--- config.mk ---
export PLATFORM = sky130hd
export DESIGN_NAME = abwpd_top
export DESIGN_NICKNAME = d
export VERILOG_FILES = /design/src/rtl/abwpd_pkg.sv /design/src/rtl/abwpd_sync_if.sv /design/src/rtl/abwpd_top.sv /design/src/rtl/abwpd_pin_sync.sv
export VERILOG_INCLUDE_DIRS = /design/src /design/src/rtl
export SDC_FILE = /design/constraint.sdc
export NUM_CORES = 1
export LEC_CHECK = 0
export BUFFER_PORTS_ARGS = -buffer_cell sky130_fd_sc_hd__buf_2
export CORE_ASPECT_RATIO = 0.5
export CORE_MARGIN = 3
export CORE_UTILIZATION = 30
export CTS_CLUSTER_DIAMETER = 120
export CTS_CLUSTER_SIZE = 20
export DETAILED_ROUTE_END_ITERATION = 8
export PLACE_DENSITY = 0.56
export SLEW_MARGIN = 20
export SYNTH_ARGS = -nofsm -noshare
export SYNTH_HDL_FRONTEND = slang
export SYNTH_SLANG_ARGS = --single-unit
--- constraint.sdc ---
create_clock -name clk -period 4.9 [get_ports clk]
set_clock_uncertainty 0.15 [all_clocks]
set_input_delay 0.735 -clock clk [delete_from_list [all_inputs] [get_ports clk]]
set_output_delay 0.735 -clock clk [all_outputs]
set_load 0.01 [all_outputs]
--- src/rtl/abwpd_consts.svh ---
// constants for the bus slave / dma module logic
// assumes a 40 MHz module clock; bus pins are sampled, active-high internally
//
// Summary of operation
// latch address, io page select and write/byte control on sync; hold until sync drops
// write/byte asserted at addressing means write follows, else read or rmw
// master puts write data no earlier than 100 ns after sync
// word write: master negates write/byte 100 ns after sync, keeps it negated
// byte write keeps write/byte asserted; rmw write part asserts it to end
// captured address bit 0 picks byte lane: set means upper byte
// data line 16 on write stores forced parity error; line 17 unused on writes
// master asserts data-output strobe 100 ns to 8 us after data stable
// slave replies within 10 us of data-output strobe
// master holds data-output strobe 150 ns after reply
// master holds write data 100 ns after data-output strobe negation
// on strobe negation slave accepts data and drops reply; master drops sync
// processor waits 175 ns after strobe negation before dropping sync
// sync stays negated 200 ns between write cycles
// rmw keeps sync across both parts, 200 ns reply-drop to output strobe
// processor samples lines 16 and 17 with read data after 200 ns deskew
// enabled parity asserts line 17 on reads; bad-parity memory asserts line 16
// both parity lines at reply time make processor trap to 114 octal
// non-requesting module passes dma grant through in under 500 ns
// requester blocks grant, acknowledges within 500 ns once sync and reply idle
// dma master waits 250 ns after grant and idle bus before asserting sync
// acknowledge held through all transfers until the module releases the bus
// acknowledge dropped after last transfer, at most 300 ns before sync drops
// unselected slave ignores strobes and drives neither reply nor data
`ifndef ABWPD_CONSTS_SVH
`define ABWPD_CONSTS_SVH
`define ABWPD_CLK_NS 25
`define ABWPD_REPLY_MAX_NS 10000
`define ABWPD_REPLY_MAX_CYC ((`ABWPD_REPLY_MAX_NS) / (`ABWPD_CLK_NS))
`define ABWPD_SYNC_WAIT_NS 250
`define ABWPD_SYNC_WAIT_CYC (((`ABWPD_SYNC_WAIT_NS) + (`ABWPD_CLK_NS) - 1) / (`ABWPD_CLK_NS))
`define ABWPD_ADDR_W 13
`define ABWPD_MEM_WORDS 64
`define ABWPD_MEM_AW 6
`define ABWPD_BASE_ADDR 13'h0000
`define ABWPD_RST_WORD 16'h0000
`define ABWPD_BIT_LANE 0
`define ABWPD_BIT_PERR 16
`define ABWPD_BIT_PEN 17
`endif

--- src/rtl/abwpd_pkg.sv ---
// types shared by the bus slave / dma module files
// assumes the constants header is included alongside
package abwpd_pkg;
  typedef enum logic [4:0] {
    ABWPD_S_IDLE = 5'h01,
    ABWPD_S_SEL = 5'h02,
    ABWPD_S_RDREPLY = 5'h04,
    ABWPD_S_WRREPLY = 5'h08,
    ABWPD_S_DONE = 5'h10
  } abwpd_slv_type;
  typedef enum logic [3:0] {
    ABWPD_M_IDLE = 4'h1,
    ABWPD_M_WAIT = 4'h2,
    ABWPD_M_OWN = 4'h4,
    ABWPD_M_DROP = 4'h8
  } abwpd_dma_type;
  typedef logic [17:0] abwpd_dal_type;
endpackage

--- src/rtl/abwpd_sync_if.sv ---
// synchronised bus pin bundle passed from the pin stage to the core
// assumes one clock domain
`timescale 1ns/1ps
interface abwpd_sync_if;
  logic syncStrobe;
  logic dataInStrobe;
  logic dataOutStrobe;
  logic replyIn;
  logic writeByte;
  logic ioPage;
  logic grantIn;
  logic [17:0] dal;
  modport src (output syncStrobe, dataInStrobe, dataOutStrobe, replyIn, writeByte, ioPage, grantIn, dal);
  modport dst (input syncStrobe, dataInStrobe, dataOutStrobe, replyIn, writeByte, ioPage, grantIn, dal);
endinterface

--- src/rtl/abwpd_top.sv ---
// bus slave with parity memory plus dma mastership arbitration
// assumes pins arrive active high after the bus receivers; sys_rst is bus initialize
`include "abwpd_consts.svh"
`timescale 1ns/1ps
module abwpd_top (
  // clock and reset
  input wire logic clk,
  input wire logic sys_rst,
  // bus strobes in
  input wire logic sync_strobe,
  input wire logic data_input_strobe,
  input wire logic data_output_strobe,
  input wire logic slave_reply_in,
  input wire logic write_byte_control,
  input wire logic io_page_select,
  // data/address lines, three-signal pin
  input wire abwpd_pkg::abwpd_dal_type dalIn,
  output logic [17:0] dalOut,
  output logic dalOe,
  // reply out
  output logic slave_reply,
  // parity detection enable from user logic
  input wire logic parityEnable,
  // dma arbitration
  input wire logic dma_grant_in,
  output logic dma_grant_out,
  output logic dma_request,
  output logic bus_grant_acknowledge,
  output logic masterSyncOk,
  // user side dma control
  input wire logic dmaWant,
  input wire logic dmaDone,
  output logic replyLate
);
  import abwpd_pkg::*;

  // ***********************
  // pin sampling
  // ***********************
  abwpd_sync_if pins ();
  abwpd_pin_sync u_sync (
    .clk(clk),
    .sys_rst(sys_rst),
    .pinRaw({dalIn, dma_grant_in, io_page_select, write_byte_control, slave_reply_in,
             data_output_strobe, data_input_strobe, sync_strobe}),
    .pins(pins)
  );

  // ***********************
  // slave cycle state
  // ***********************
  function automatic logic addrHit(input logic [17:0] a, input logic io);
    addrHit = io && (a[`ABWPD_ADDR_W-1:`ABWPD_MEM_AW+1] == 6'(`ABWPD_BASE_ADDR >> (`ABWPD_MEM_AW + 1)));
  endfunction

  logic [15:0] mem [`ABWPD_MEM_WORDS];
  logic [`ABWPD_MEM_WORDS-1:0] perr_ff, nxt_perr;
  abwpd_slv_type slv_ff, nxt_slv;
  logic [17:0] addr_ff, nxt_addr;
  logic wrCyc_ff, nxt_wrCyc;
  logic reply_ff, nxt_reply;
  logic [17:0] dout_ff, nxt_dout;
  logic oe_ff, nxt_oe;
  logic sawOut_ff, nxt_sawOut;
  logic [15:0] wdata_ff, nxt_wdata;
  logic wdataPerr_ff, nxt_wdataPerr;
  logic wrEn;
  logic [`ABWPD_MEM_AW-1:0] idx;
  logic [15:0] merged;
  logic [15:0] rdWord;

  assign idx = addr_ff[`ABWPD_MEM_AW:1];
  assign rdWord = mem[idx];

  always_comb begin
    nxt_slv = slv_ff;
    nxt_addr = addr_ff;
    nxt_wrCyc = wrCyc_ff;
    nxt_reply = reply_ff;
    nxt_dout = dout_ff;
    nxt_oe = oe_ff;
    nxt_sawOut = sawOut_ff;
    nxt_wdata = wdata_ff;
    nxt_wdataPerr = wdataPerr_ff;
    nxt_perr = perr_ff;
    wrEn = 1'b0;
    merged = rdWord;
    unique case (slv_ff)
      ABWPD_S_IDLE: begin
        // latch on sync edge; unselected cycles are left alone
        if (pins.syncStrobe) begin
          nxt_addr = pins.dal;
          nxt_wrCyc = pins.writeByte;
          nxt_slv = addrHit(pins.dal, pins.ioPage) ? ABWPD_S_SEL : ABWPD_S_DONE;
        end
      end
      ABWPD_S_SEL: begin
        if (!pins.syncStrobe) begin
          nxt_slv = ABWPD_S_IDLE;
        end else if (pins.dataInStrobe && !wrCyc_ff) begin
          nxt_dout = {parityEnable, perr_ff[idx], rdWord};
          nxt_oe = 1'b1;
          nxt_reply = 1'b1;
          nxt_slv = ABWPD_S_RDREPLY;
        end else if (pins.dataOutStrobe) begin
          nxt_wdata = pins.dal[15:0];
          nxt_wdataPerr = pins.dal[`ABWPD_BIT_PERR];
          nxt_sawOut = pins.writeByte;
          nxt_reply = 1'b1;
          nxt_slv = ABWPD_S_WRREPLY;
        end
      end
      ABWPD_S_RDREPLY: begin
        if (!pins.dataInStrobe) begin
          nxt_reply = 1'b0;
          nxt_oe = 1'b0;
          nxt_slv = ABWPD_S_SEL;
        end
      end
      ABWPD_S_WRREPLY: begin
        // data keeps updating while strobe stands; taken at its negation
        if (pins.dataOutStrobe) begin
          nxt_wdata = pins.dal[15:0];
          nxt_wdataPerr = pins.dal[`ABWPD_BIT_PERR];
          nxt_sawOut = pins.writeByte;
        end else begin
          wrEn = 1'b1;
          nxt_reply = 1'b0;
          nxt_slv = ABWPD_S_SEL;
          if (sawOut_ff) begin
            if (addr_ff[`ABWPD_BIT_LANE]) begin
              merged = {wdata_ff[15:8], rdWord[7:0]};
            end else begin
              merged = {rdWord[15:8], wdata_ff[7:0]};
            end
          end else begin
            merged = wdata_ff;
          end
          nxt_perr[idx] = wdataPerr_ff;
        end
      end
      ABWPD_S_DONE: begin
        if (!pins.syncStrobe) begin
          nxt_slv = ABWPD_S_IDLE;
        end
      end
      default: begin
        nxt_slv = ABWPD_S_IDLE;
      end
    endcase
  end

  always_ff @(posedge clk) begin
    if (sys_rst) begin
      slv_ff <= ABWPD_S_IDLE;
      addr_ff <= 18'h00000;
      wrCyc_ff <= 1'b0;
      reply_ff <= 1'b0;
      dout_ff <= 18'h00000;
      oe_ff <= 1'b0;
      sawOut_ff <= 1'b0;
      wdata_ff <= 16'h0000;
      wdataPerr_ff <= 1'b0;
      perr_ff <= '0;
    end else begin
      slv_ff <= nxt_slv;
      addr_ff <= nxt_addr;
      wrCyc_ff <= nxt_wrCyc;
      reply_ff <= nxt_reply;
      dout_ff <= nxt_dout;
      oe_ff <= nxt_oe;
      sawOut_ff <= nxt_sawOut;
      wdata_ff <= nxt_wdata;
      wdataPerr_ff <= nxt_wdataPerr;
      perr_ff <= nxt_perr;
    end
  end

  // storage array is not reset: contents are random at power-up like real memory
  always_ff @(posedge clk) begin
    if (wrEn) begin
      mem[idx] <= merged;
    end
  end

  // ***********************
  // reply watchdog
  // ***********************
  logic [9:0] rcnt_ff, nxt_rcnt;
  logic late_ff, nxt_late;
  always_comb begin
    nxt_rcnt = 10'h000;
    nxt_late = late_ff;
    if (slv_ff == ABWPD_S_SEL && pins.dataOutStrobe) begin
      nxt_late = 1'b0;
    end
    if (reply_ff && rcnt_ff < 10'(`ABWPD_REPLY_MAX_CYC)) begin
      nxt_rcnt = rcnt_ff + 10'h001;
    end
    // reply comes one cycle after strobe, so this never fires in normal use
    if (pins.dataOutStrobe && !reply_ff && slv_ff == ABWPD_S_WRREPLY) begin
      nxt_late = 1'b1;
    end
  end

  // ***********************
  // dma arbitration
  // ***********************
  abwpd_dma_type dma_ff, nxt_dma;
  logic req_ff, nxt_req;
  logic ack_ff, nxt_ack;
  logic gout_ff, nxt_gout;
  logic syncOk_ff, nxt_syncOk;
  logic [3:0] wcnt_ff, nxt_wcnt;
  always_comb begin
    nxt_dma = dma_ff;
    nxt_req = req_ff;
    nxt_ack = ack_ff;
    nxt_syncOk = syncOk_ff;
    nxt_wcnt = wcnt_ff;
    // pass-through when not requesting; sampler plus one flop is far below 500 ns
    nxt_gout = pins.grantIn && !req_ff && dma_ff == ABWPD_M_IDLE;
    unique case (dma_ff)
      ABWPD_M_IDLE: begin
        if (dmaWant) begin
          nxt_req = 1'b1;
          nxt_gout = 1'b0;
          if (pins.grantIn && req_ff) begin
            nxt_dma = ABWPD_M_WAIT;
          end
        end else begin
          nxt_req = 1'b0;
        end
      end
      ABWPD_M_WAIT: begin
        nxt_gout = 1'b0;
        if (!pins.syncStrobe && !pins.replyIn) begin
          nxt_ack = 1'b1;
          nxt_req = 1'b0;
          nxt_wcnt = 4'h0;
          nxt_dma = ABWPD_M_OWN;
        end
      end
      ABWPD_M_OWN: begin
        nxt_gout = 1'b0;
        if (wcnt_ff < 4'(`ABWPD_SYNC_WAIT_CYC)) begin
          nxt_wcnt = wcnt_ff + 4'h1;
        end else begin
          nxt_syncOk = 1'b1;
        end
        if (dmaDone && !pins.replyIn) begin
          nxt_dma = ABWPD_M_DROP;
        end
      end
      ABWPD_M_DROP: begin
        nxt_gout = 1'b0;
        nxt_ack = 1'b0;
        nxt_syncOk = 1'b0;
        nxt_dma = ABWPD_M_IDLE;
      end
      default: begin
        nxt_dma = ABWPD_M_IDLE;
      end
    endcase
  end

  always_ff @(posedge clk) begin
    if (sys_rst) begin
      rcnt_ff <= 10'h000;
      late_ff <= 1'b0;
      dma_ff <= ABWPD_M_IDLE;
      req_ff <= 1'b0;
      ack_ff <= 1'b0;
      gout_ff <= 1'b0;
      syncOk_ff <= 1'b0;
      wcnt_ff <= 4'h0;
    end else begin
      rcnt_ff <= nxt_rcnt;
      late_ff <= nxt_late;
      dma_ff <= nxt_dma;
      req_ff <= nxt_req;
      ack_ff <= nxt_ack;
      gout_ff <= nxt_gout;
      syncOk_ff <= nxt_syncOk;
      wcnt_ff <= nxt_wcnt;
    end
  end

  assign dalOut = dout_ff;
  assign dalOe = oe_ff;
  assign slave_reply = reply_ff;
  assign dma_grant_out = gout_ff;
  assign dma_request = req_ff;
  assign bus_grant_acknowledge = ack_ff;
  assign masterSyncOk = syncOk_ff;
  assign replyLate = late_ff;
endmodule

--- src/rtl/abwpd_pin_sync.sv ---
// three-stage sampler for the asynchronous bus pins
// assumes pins are already converted to active-high levels
`timescale 1ns/1ps
module abwpd_pin_sync (
  // clock and reset
  input wire logic clk,
  input wire logic sys_rst,
  // raw pins
  input wire logic [24:0] pinRaw,
  // sampled pins
  abwpd_sync_if.src pins
);
  import abwpd_pkg::*;
  logic [24:0] s1_ff, s2_ff, s3_ff, v_ff;
  logic [24:0] nxt_s1, nxt_s2, nxt_s3, nxt_v;
  // a level counts once stages two and three agree; stage one feeds stage two only
  always_comb begin
    nxt_s1 = pinRaw;
    nxt_s2 = s1_ff;
    nxt_s3 = s2_ff;
    nxt_v = v_ff;
    for (int i = 0; i < 25; i++) begin
      if (s2_ff[i] == s3_ff[i]) begin
        nxt_v[i] = s3_ff[i];
      end
    end
  end
  always_ff @(posedge clk) begin
    if (sys_rst) begin
      s1_ff <= 25'h0000000;
      s2_ff <= 25'h0000000;
      s3_ff <= 25'h0000000;
      v_ff <= 25'h0000000;
    end else begin
      s1_ff <= nxt_s1;
      s2_ff <= nxt_s2;
      s3_ff <= nxt_s3;
      v_ff <= nxt_v;
    end
  end
  assign pins.syncStrobe = v_ff[0];
  assign pins.dataInStrobe = v_ff[1];
  assign pins.dataOutStrobe = v_ff[2];
  assign pins.replyIn = v_ff[3];
  assign pins.writeByte = v_ff[4];
  assign pins.ioPage = v_ff[5];
  assign pins.grantIn = v_ff[6];
  assign pins.dal = v_ff[24:7];
endmodule

Word-level counts from Yosys, hierarchy flattened
Memories as Yosys holds them, arrays and structs flattened. A register that Yosys moved wholly into a read port is not among the register bits.
Cells that the tools add are included.
{"block": "word_totals", "ff_bits": 227, "ramBits": 1024, "input_bits": 30, "word_cells": 200, "memories": 1}
{"block": "op_classes", "n_addsub": 1, "magnitude_cmp": 3, "eq_ne": 48, "muxes": 64, "n_bitwise": 1, "reduce_logical": 38}
{"memory": "mem", "words": 64, "width": 16, "read_ports": 1, "rd_clocked_by_memory_dff": 1, "write_ports": 1, "line_no": "abwpd_top.sv:56", "rtl": "logic [15:0] mem [`ABWPD_MEM_WORDS];"}
{"cell": "$mux 16", "n": 7}
{"cell": "$bwmux 64", "n": 1}
{"cell": "$mux 5", "n": 8}
{"cell": "$pmux 16 s2", "n": 1}
{"cell": "$mux 1", "n": 26}
{"cell": "$pmux 5 s5", "n": 1}
{"cell": "$eq 1x1->1", "n": 24}
{"cell": "$mux 4", "n": 6}
{"cell": "$ne 2x2->1 const B", "n": 10}
{"cell": "$pmux 1 s2", "n": 7}
{"cell": "$reduce_bool 2->1", "n": 7}
{"cell": "$mux 6", "n": 2}
{"cell": "$pmux 4 s3", "n": 1}
{"cell": "$logic_and 1x1->1", "n": 11}
{"cell": "$reduce_and 2->1", "n": 5}
{"cell": "$reduce_and 5->1", "n": 2}
{"cell": "$reduce_and 3->1", "n": 3}
{"cell": "$pmux 4 s2", "n": 1}
{"cell": "$reduce_and 4->1", "n": 2}
{"cell": "$lt 6x7->1 const B", "n": 1}
{"cell": "$bmux 1 s6", "n": 1}
{"cell": "$demux 1 s6", "n": 1}
{"cell": "$ge 6x1->1 const B", "n": 1}
{"cell": "$logic_not 6->1", "n": 1}
{"cell": "other kinds (19)", "n": 25}

Longest topological paths before layout
Gate-level depths: netlist of run 1.
{"block": "logic_depth", "depth_word": 5, "depth_mapped": 10, "depth_no_buf": 6}

Hierarchy
A second synthesis of run 1 with hierarchy kept.
{"block": "hier_totals", "hier_cells": 2633, "area_unflattened_um2": 48357.6}
{"mod": "abwpd_top", "n_inst": 1, "cells_each": 2372, "area_per_inst_um2": 45020.7, "seq_area_each_um2": 33432.1}
{"mod": "abwpd_pin_sync", "n_inst": 1, "cells_each": 261, "area_per_inst_um2": 3337.0, "seq_area_each_um2": 2001.9}

Worst setup path before layout of run 1
Ideal clock, no wire load.
{"block": "synth_path", "path_kind": "reg-to-reg", "startpoint": "reg (tool-made name)", "endpoint": "mem mem[0][9], data pin", "setup_time_ps": 702, "arrival_time_ps": 4100, "required_time_ps": 4048, "slack_ps": -51, "stages_incl_launch_ff": 11, "period_less_slack_ps": 4951, "path_cell_list": "dfxtp_1 > buf_6 > buf_6 > buf_6 > and2_1 > buf_2 > a221oi_1 > o21ai_1 > o211ai_1 > o22ai_1 > o21ai_0"}
{"element": "end, declared", "line_no": "abwpd_top.sv:56"}

==> results.md, run 1 <==
* Status: finished, final reports clean
* Synth Instances at 2,779
* Least-Margin Pin Slew at 1110 ps
* Worst path top cell family by delay: buffers and inverters
* Area Overhead vs Synth at 12.1%
* Fraction of layout cells with a size suffix above 1 at 20.1%
* Drt wl/cell at 25.5 um
* Mapped Area at 48,300 um^2
* Async set-or-reset flop fraction in the synthesized netlist at 0%
* TritonRoute pass-1 iters at 5
* Worst slew margin at 25.1%
* Worst Setup Path Type: flip-flop to flip-flop
* Hold path cells at 2
* CP peak stage delay at 680 ps
* Worst-skew pair later-pin latency at 690 ps
* Row count at 103
* Setup tns final at 0 ps
* DRC viols at 0
* Sinks on Clock Net at 1,254
* GRT overflow at 0
* Crit path DAT at 4360 ps
* First DRT Iteration DRCs at 2,718
* CTS HTree Levels at 3
* Yosys cell types at 78
* Detailed Place HPWL at 79,200 um
* Crit path buf inv count at 6
* Crit path max fanout at 64
* Max Slew Vio Count at 0
* Avg Inst Size Synth at 17.4 um^2
* Worst Reg-to-Reg Cells at 11
* Commonest cells post-synth: 1,024 x edfxtp_1, 230 x dfxtp_1, 218 x mux4_2
* Max cap viols at 0
* Ys Warns at 0
* Vias in the first global route at 25,800
* Static leakage at 0.0161 uW
* Top post-synthesis cells by area: edfxtp_1 64%, mux4_2 10%, dfxtp_1 9.5%, mux2i_1 2.9%, a21oi_1 1.5%
* Synth area leader: edfxtp_1
* Initial core utilization at 30.4%
* First-pass GRT wire length at 185,000 um
* Max VDD drop at 0.000233 V
* Hold buffer count at CTS at 0
* Top_reg_cell synth: edfxtp_1
* Detailed-route via count at 26,400
* CP Cell Sequence: buf_12 > buf_12 > buf_4 > buf_4 > mux4_2 > mux2i_1 > o22ai_1 > o22ai_1 > buf_4 > o21ai_4 > buf_12
* Power Density at 328 nW/um^2
* Tcrit/Tclk final at 84.9%
* Startpoint types: flip-flop
* Clk root buf: clkbuf_16
* Most common cell in the synthesized netlist: edfxtp_1
* Data required, critical path at 5110 ps
* Die H at 290 um
* Routability cong. at 0.859
* I/O pins at 55
* Die area at 166,000 um^2
* Slowest-stage cell, CP: dfxtp_4
* Cts repair resizes at 0
* Pin count of the biggest net entering global routing at 133
* Top-area cell type share of the netlist area at 63.7%
* Setup Fix Bufs, Post-CTS at 0
* Core ar. at 159,000 um^2
* Clk buf depth at 3
* Tmin final at 4160 ps
* Yosys reg bits at 1,254
* Fin nets at 2,943
* TritonCTS buffer count at 72
* Total track usage at 15.2%
* Total detailed-routing wirelength at 130,000 um
* Initial antenna violation count at 2
* Final Hold Viols at 0
* Routed Antenna Nets at 0
* Worst setup EP type: flip-flop
* Die Wd at 573 um
* Crit. path cell count at 11
* Clock transition at path regs at 80 ps
* Via density per instance at 5.19
* Sequential area share after synthesis at 73.2%
* HP Class: input port to flip-flop
* TritonCTS clock tree: done
* Fmax at 240 MHz
* Post-Syn Nets at 2,810
* Post-synth EDFFs at 1,024
* Number of port buffers at 53
* Setup violators final at 0
* RSZ-0062 raised after global routing: no
* Post-Route Utilization at 34.1%
-- flip-flops by register name, summed over array words and instances, names as in the netlist, 16 cells and up, named ones only --
signal / cells
mem: 1024
perr_ff: 64
u_sync.nxt_s2: 24
u_sync.nxt_s3: 24
u_sync.s3_ff: 24
u_sync.v_ff: 24
dalOut: 18
wdata_ff: 16
-- worst register-to-register path, cell delays in order, from the launching register on --
cell and delay, ps:
dfxtp_4 680, buf_12 340, buf_12 240, buf_4 250, buf_4 290, mux4_2 560
mux2i_1 290, o22ai_1 130, o22ai_1 320, buf_4 240, o21ai_4 70, buf_12 190
-- path summary, 6_finish.rpt --
path | start | end | slack, ps
hold reg to reg | u_sync.nxt_s2[17] | u_sync.nxt_s3[17] | 290
setup / recovery | flip-flop | mem[53][13] | 740
setup reg to reg | flip-flop | mem[53][13] | 740
hold / removal | dma_grant_in | u_sync.nxt_s2[6] | 130
-- metal layers --
metal / GRT usage, % / vias to the layer above / wire, um
li1: - / 11200 / -
met3: 2.74 / 165 / 9370
met1: 21.3 / 14000 / 56700
met4: 3.75 / 0 / 3110
met2: 24.7 / 1005 / 60600
met5: 0 / - / 0
-- placed cells by master, fill, tap and decap left out, types with 5 or more instances in the layout --
master / n
nor2_4: 6
nand3_1: 60
o2bb2ai_1: 5
o221ai_1: 16
a21oi_4: 5
o211ai_1: 5
a22oi_1: 48
and3_1: 5
o21ai_0: 106
edfxtp_1: 1024
a21o_1: 5
a31oi_1: 15
clkbuf_1: 17
buf_2: 52
a21oi_1: 138
dfxtp_1: 224
nor4b_1: 7
nor2_2: 5
o21a_1: 8
a221oi_1: 9
nor3_1: 10
mux2i_1: 142
o22ai_1: 36
mux2_2: 18
nand2b_1: 11
buf_4: 154
a2111oi_0: 8
nor4_1: 6
nand2_1: 116
buf_12: 25
nand4_1: 6
clkbuf_16: 76
mux4_2: 218
a211oi_1: 10
nand3b_1: 7
nor2b_1: 98
inv_1: 9
nor2_1: 135
-- power breakdown --
part | total (uW) | switching, uW | internal (uW)
Combinational | 175 | 108 | 67.1
Clock | 6170 | 3340 | 2820
Sequential | 11400 | 27.8 | 11400
-- metrics by stage --
step           instances  total power [uW]  hold slack [ps]  worst slack (ps)  instance area (um^2)
2_1_floorplan       2779             11800              264               529                 48300
3_3_place_gp        4990             11800              277               826                 52100
3_5_place_dp        4990             11800              280               837                 52100
4_1_cts             5086             17900             81.1               795                 54100
5_1_grt             5086             18300             84.8               630                 54100
6_report            5088             17700              126               742                 54100
-- area by class of cell --
class                      instances  area (um^2)
fill                           15100       105000
timing repair buffer             232         1930
antenna                            2         5.00
multi-input combinational       1341        12100
tap                             2152         2690
sequential                      1254        35400
inverter                          11         41.3
clock inverter                     3         33.8
clock buffer                      93         1970
-- kinds of logic after synthesis --
family          Yosys count  share of synthesized area (%)
flops                  1254                           73.2
simple gates            504                           5.18
compound gates          455                           5.83
fa+ha+maj                 1                         0.0259
mux                     379                           13.6
buf+inv                 184                           2.12
xor+xnor                  2                         0.0363
Note: power is estimated with default switching activity, not from simulation.
==> inputs of run 2 (changes only) <==
- clock period: 4.9 -> 3.35 ns (I/O delays scaled with it)
==> run 2 against run 1 <==
Final cell count up 2.5%. Core utilization up 1.1 points. First-iteration DRC count up 13%. Total power up 46%. Wire length up 0.13%. Global-route usage about the same. Critical path depth down 2. Fmax up 24%. Via count up 1.5%. Count of clock-buffer cells in the layout up 5. Highest routed layer is now met5.
==> results.md, run 2 (synthesis gave the netlist of run 1 again) <==
* Crit path DAT at 3580 ps
* Initial core utilization at 30.4%
* Total detailed-routing wirelength at 130,000 um
* TritonCTS clock tree: done
* Most frequent cells in the layout: 1,024 x edfxtp_1, 224 x dfxtp_1, 218 x mux4_2
* Worst setup EP type: flip-flop
* Tmin final at 3340 ps
* DRC viols at 0
* Switching Power at 5090 uW
* Sinks on Clock Net at 1,254
* Area Overhead vs Synth at 15.7%
* CP Cell Sequence: buf_16 > buf_4 > mux4_2 > mux2i_1 > o22ai_1 > o22ai_1 > buf_4 > o21ai_4 > buf_12
* Routability cong. at 0.827
* Max cap viols at 0
* TritonCTS buffer count at 72
* Detailed Place HPWL at 81,300 um
* CP peak stage delay at 520 ps
* Core ar. at 159,000 um^2
* Fin nets at 3,064
* Final Hold Viols at 0
* Pin count of the biggest net entering global routing at 127
* I/O pins at 55
* Fmax at 299 MHz
* Crit path max fanout at 56
* Largest Register: mem
* Worst slew margin at 28.6%
* P_int at 20,900 uW
* Setup tns final at 0 ps
* Total track usage at 15.2%
* Commonest non-fill, non-tap cell in the layout: edfxtp_1
* Die Wd at 573 um
* Max Slew Vio Count at 0
* Comb power frac at 1.1%
* Biggest regs: mem x1024, perr_ff x64
* Die H at 290 um
* RSZ-0062 raised after global routing: yes
* Net Sw Frac at 19.6%
* Number of port buffers at 53
* Worst Setup Path Type: flip-flop to flip-flop
* GRT overflow at 0
* Data required, critical path at 3590 ps
* Least-Margin Pin Slew at 1070 ps
* Tcrit/Tclk final at 99.8%
* HP Class: input port to flip-flop
* Layout fillers at 15,000
* Power Density at 464 nW/um^2
* Max FFs per register at 1,024
* Sequential power share at 64.2%
* CTS HTree Levels at 3
* Drt wl/cell at 24.9 um
* Fraction of layout cells with a size suffix above 1 at 22.9%
* Via density per instance at 5.14
* Clk root buf: clkbuf_16
* Static leakage at 0.0169 uW
* Vias in the first global route at 26,100
* Initial antenna violation count at 4
* Startpoint types: flip-flop
* Placed cell count at 5,078
* Final non-filler cell total at 5,214
* First DRT Iteration DRCs at 3,079
* Row count at 103
* Routed Antenna Nets at 0
* TritonRoute pass-1 iters at 8
* Slowest-stage cell, CP: dfxtp_4
* Clock transition at path regs at 80 ps
* Setup violators final at 0
* Status: finished, final reports clean
* Detailed-route via count at 26,800
* Worst-skew pair later-pin latency at 670 ps
* Clk pwr share at 34.7%
* First-pass GRT wire length at 185,000 um
* Clk buf depth at 3
* Die area at 166,000 um^2
* Max VDD drop at 0.000291 V
[run 2: cell type report]
class / count / area, um^2 / share of cell area [%]
Tap cell: 2152 / 2690 / 4.82
Timing Repair Buffer: 353 / 3630 / 6.50
Clock inverter: 4 / 35.0 / 0.0627
Inverter: 11 / 41.3 / 0.0739
Antenna cell: 1 / 2.50 / 0.00448
Clock buffer: 98 / 1960 / 3.51
Sequential cell: 1254 / 35400 / 63.3
Multi-Input combinational cell: 1341 / 12100 / 21.7
[run 2: layer usage]
metal | wire length (um) | share of wire (%) | track usage, % | vias up
met1 | 56000 | 43 | 21.3 | 14200
li1 | - | - | - | 11500
met4 | 3710 | 2.9 | 4.36 | 4
met5 | 32 | 0.025 | 0 | -
met2 | 61000 | 47 | 24.7 | 931
met3 | 9230 | 7.1 | 2.27 | 190
[run 2: power by group through the flow]
stage	Combinational (uW)	Clock [uW]	Sequential, uW
global placement	249	0	17000
global route	309	9770	16700
CTS	278	9250	16700
detailed placement	253	0	17000
finish	281	9000	16700
floorplan	197	0	17000
[run 2: repair_timing]
action / 4_1_cts / 5_1_grt
setup buffers: 1 / 2
endpoints found under the hold margin: 28 / 0
resized for setup: 9 / 12
gates cloned: 0 / 4
hold buffers: 26 / 0
setup endpoints to repair: 710 / 713
[run 2: per-stage QoR]
stage               area (um^2)  utilization [%]  setup slack (ps)  total power [uW]  hold WS, ps
floorplan                 48300                -              46.8             17200          264
global placement          53400             33.6              -193             17300          266
detailed placement        53400             33.6              -189             17300          275
CTS                       55700             35.1             -2.03             26200         5.78
global route              55900             35.2             -50.5             26800         67.3
finish                    55900             35.2              6.13             26000         66.9
[run 2: worst max-delay path: cells and delay by family, from the launching register on]
family                 cells  cell delay, ps
buffers and inverters      4            1090
multiplexers               2             750
flip-flops                 1             520
AO/OA/AOI/OAI              3             490
[run 2: worst paths after layout]
check	depth (start not counted)	start	slack (ps)	to
worst max-delay path	9	flip-flop	6	mem[31][9]
worst min-delay path	4	dmaDone	70	dma_ff[2]
worst max register to register	9	flip-flop	6	mem[31][9]
worst min register to register	1	u_sync.nxt_s2[4]	280	u_sync.nxt_s3[4]
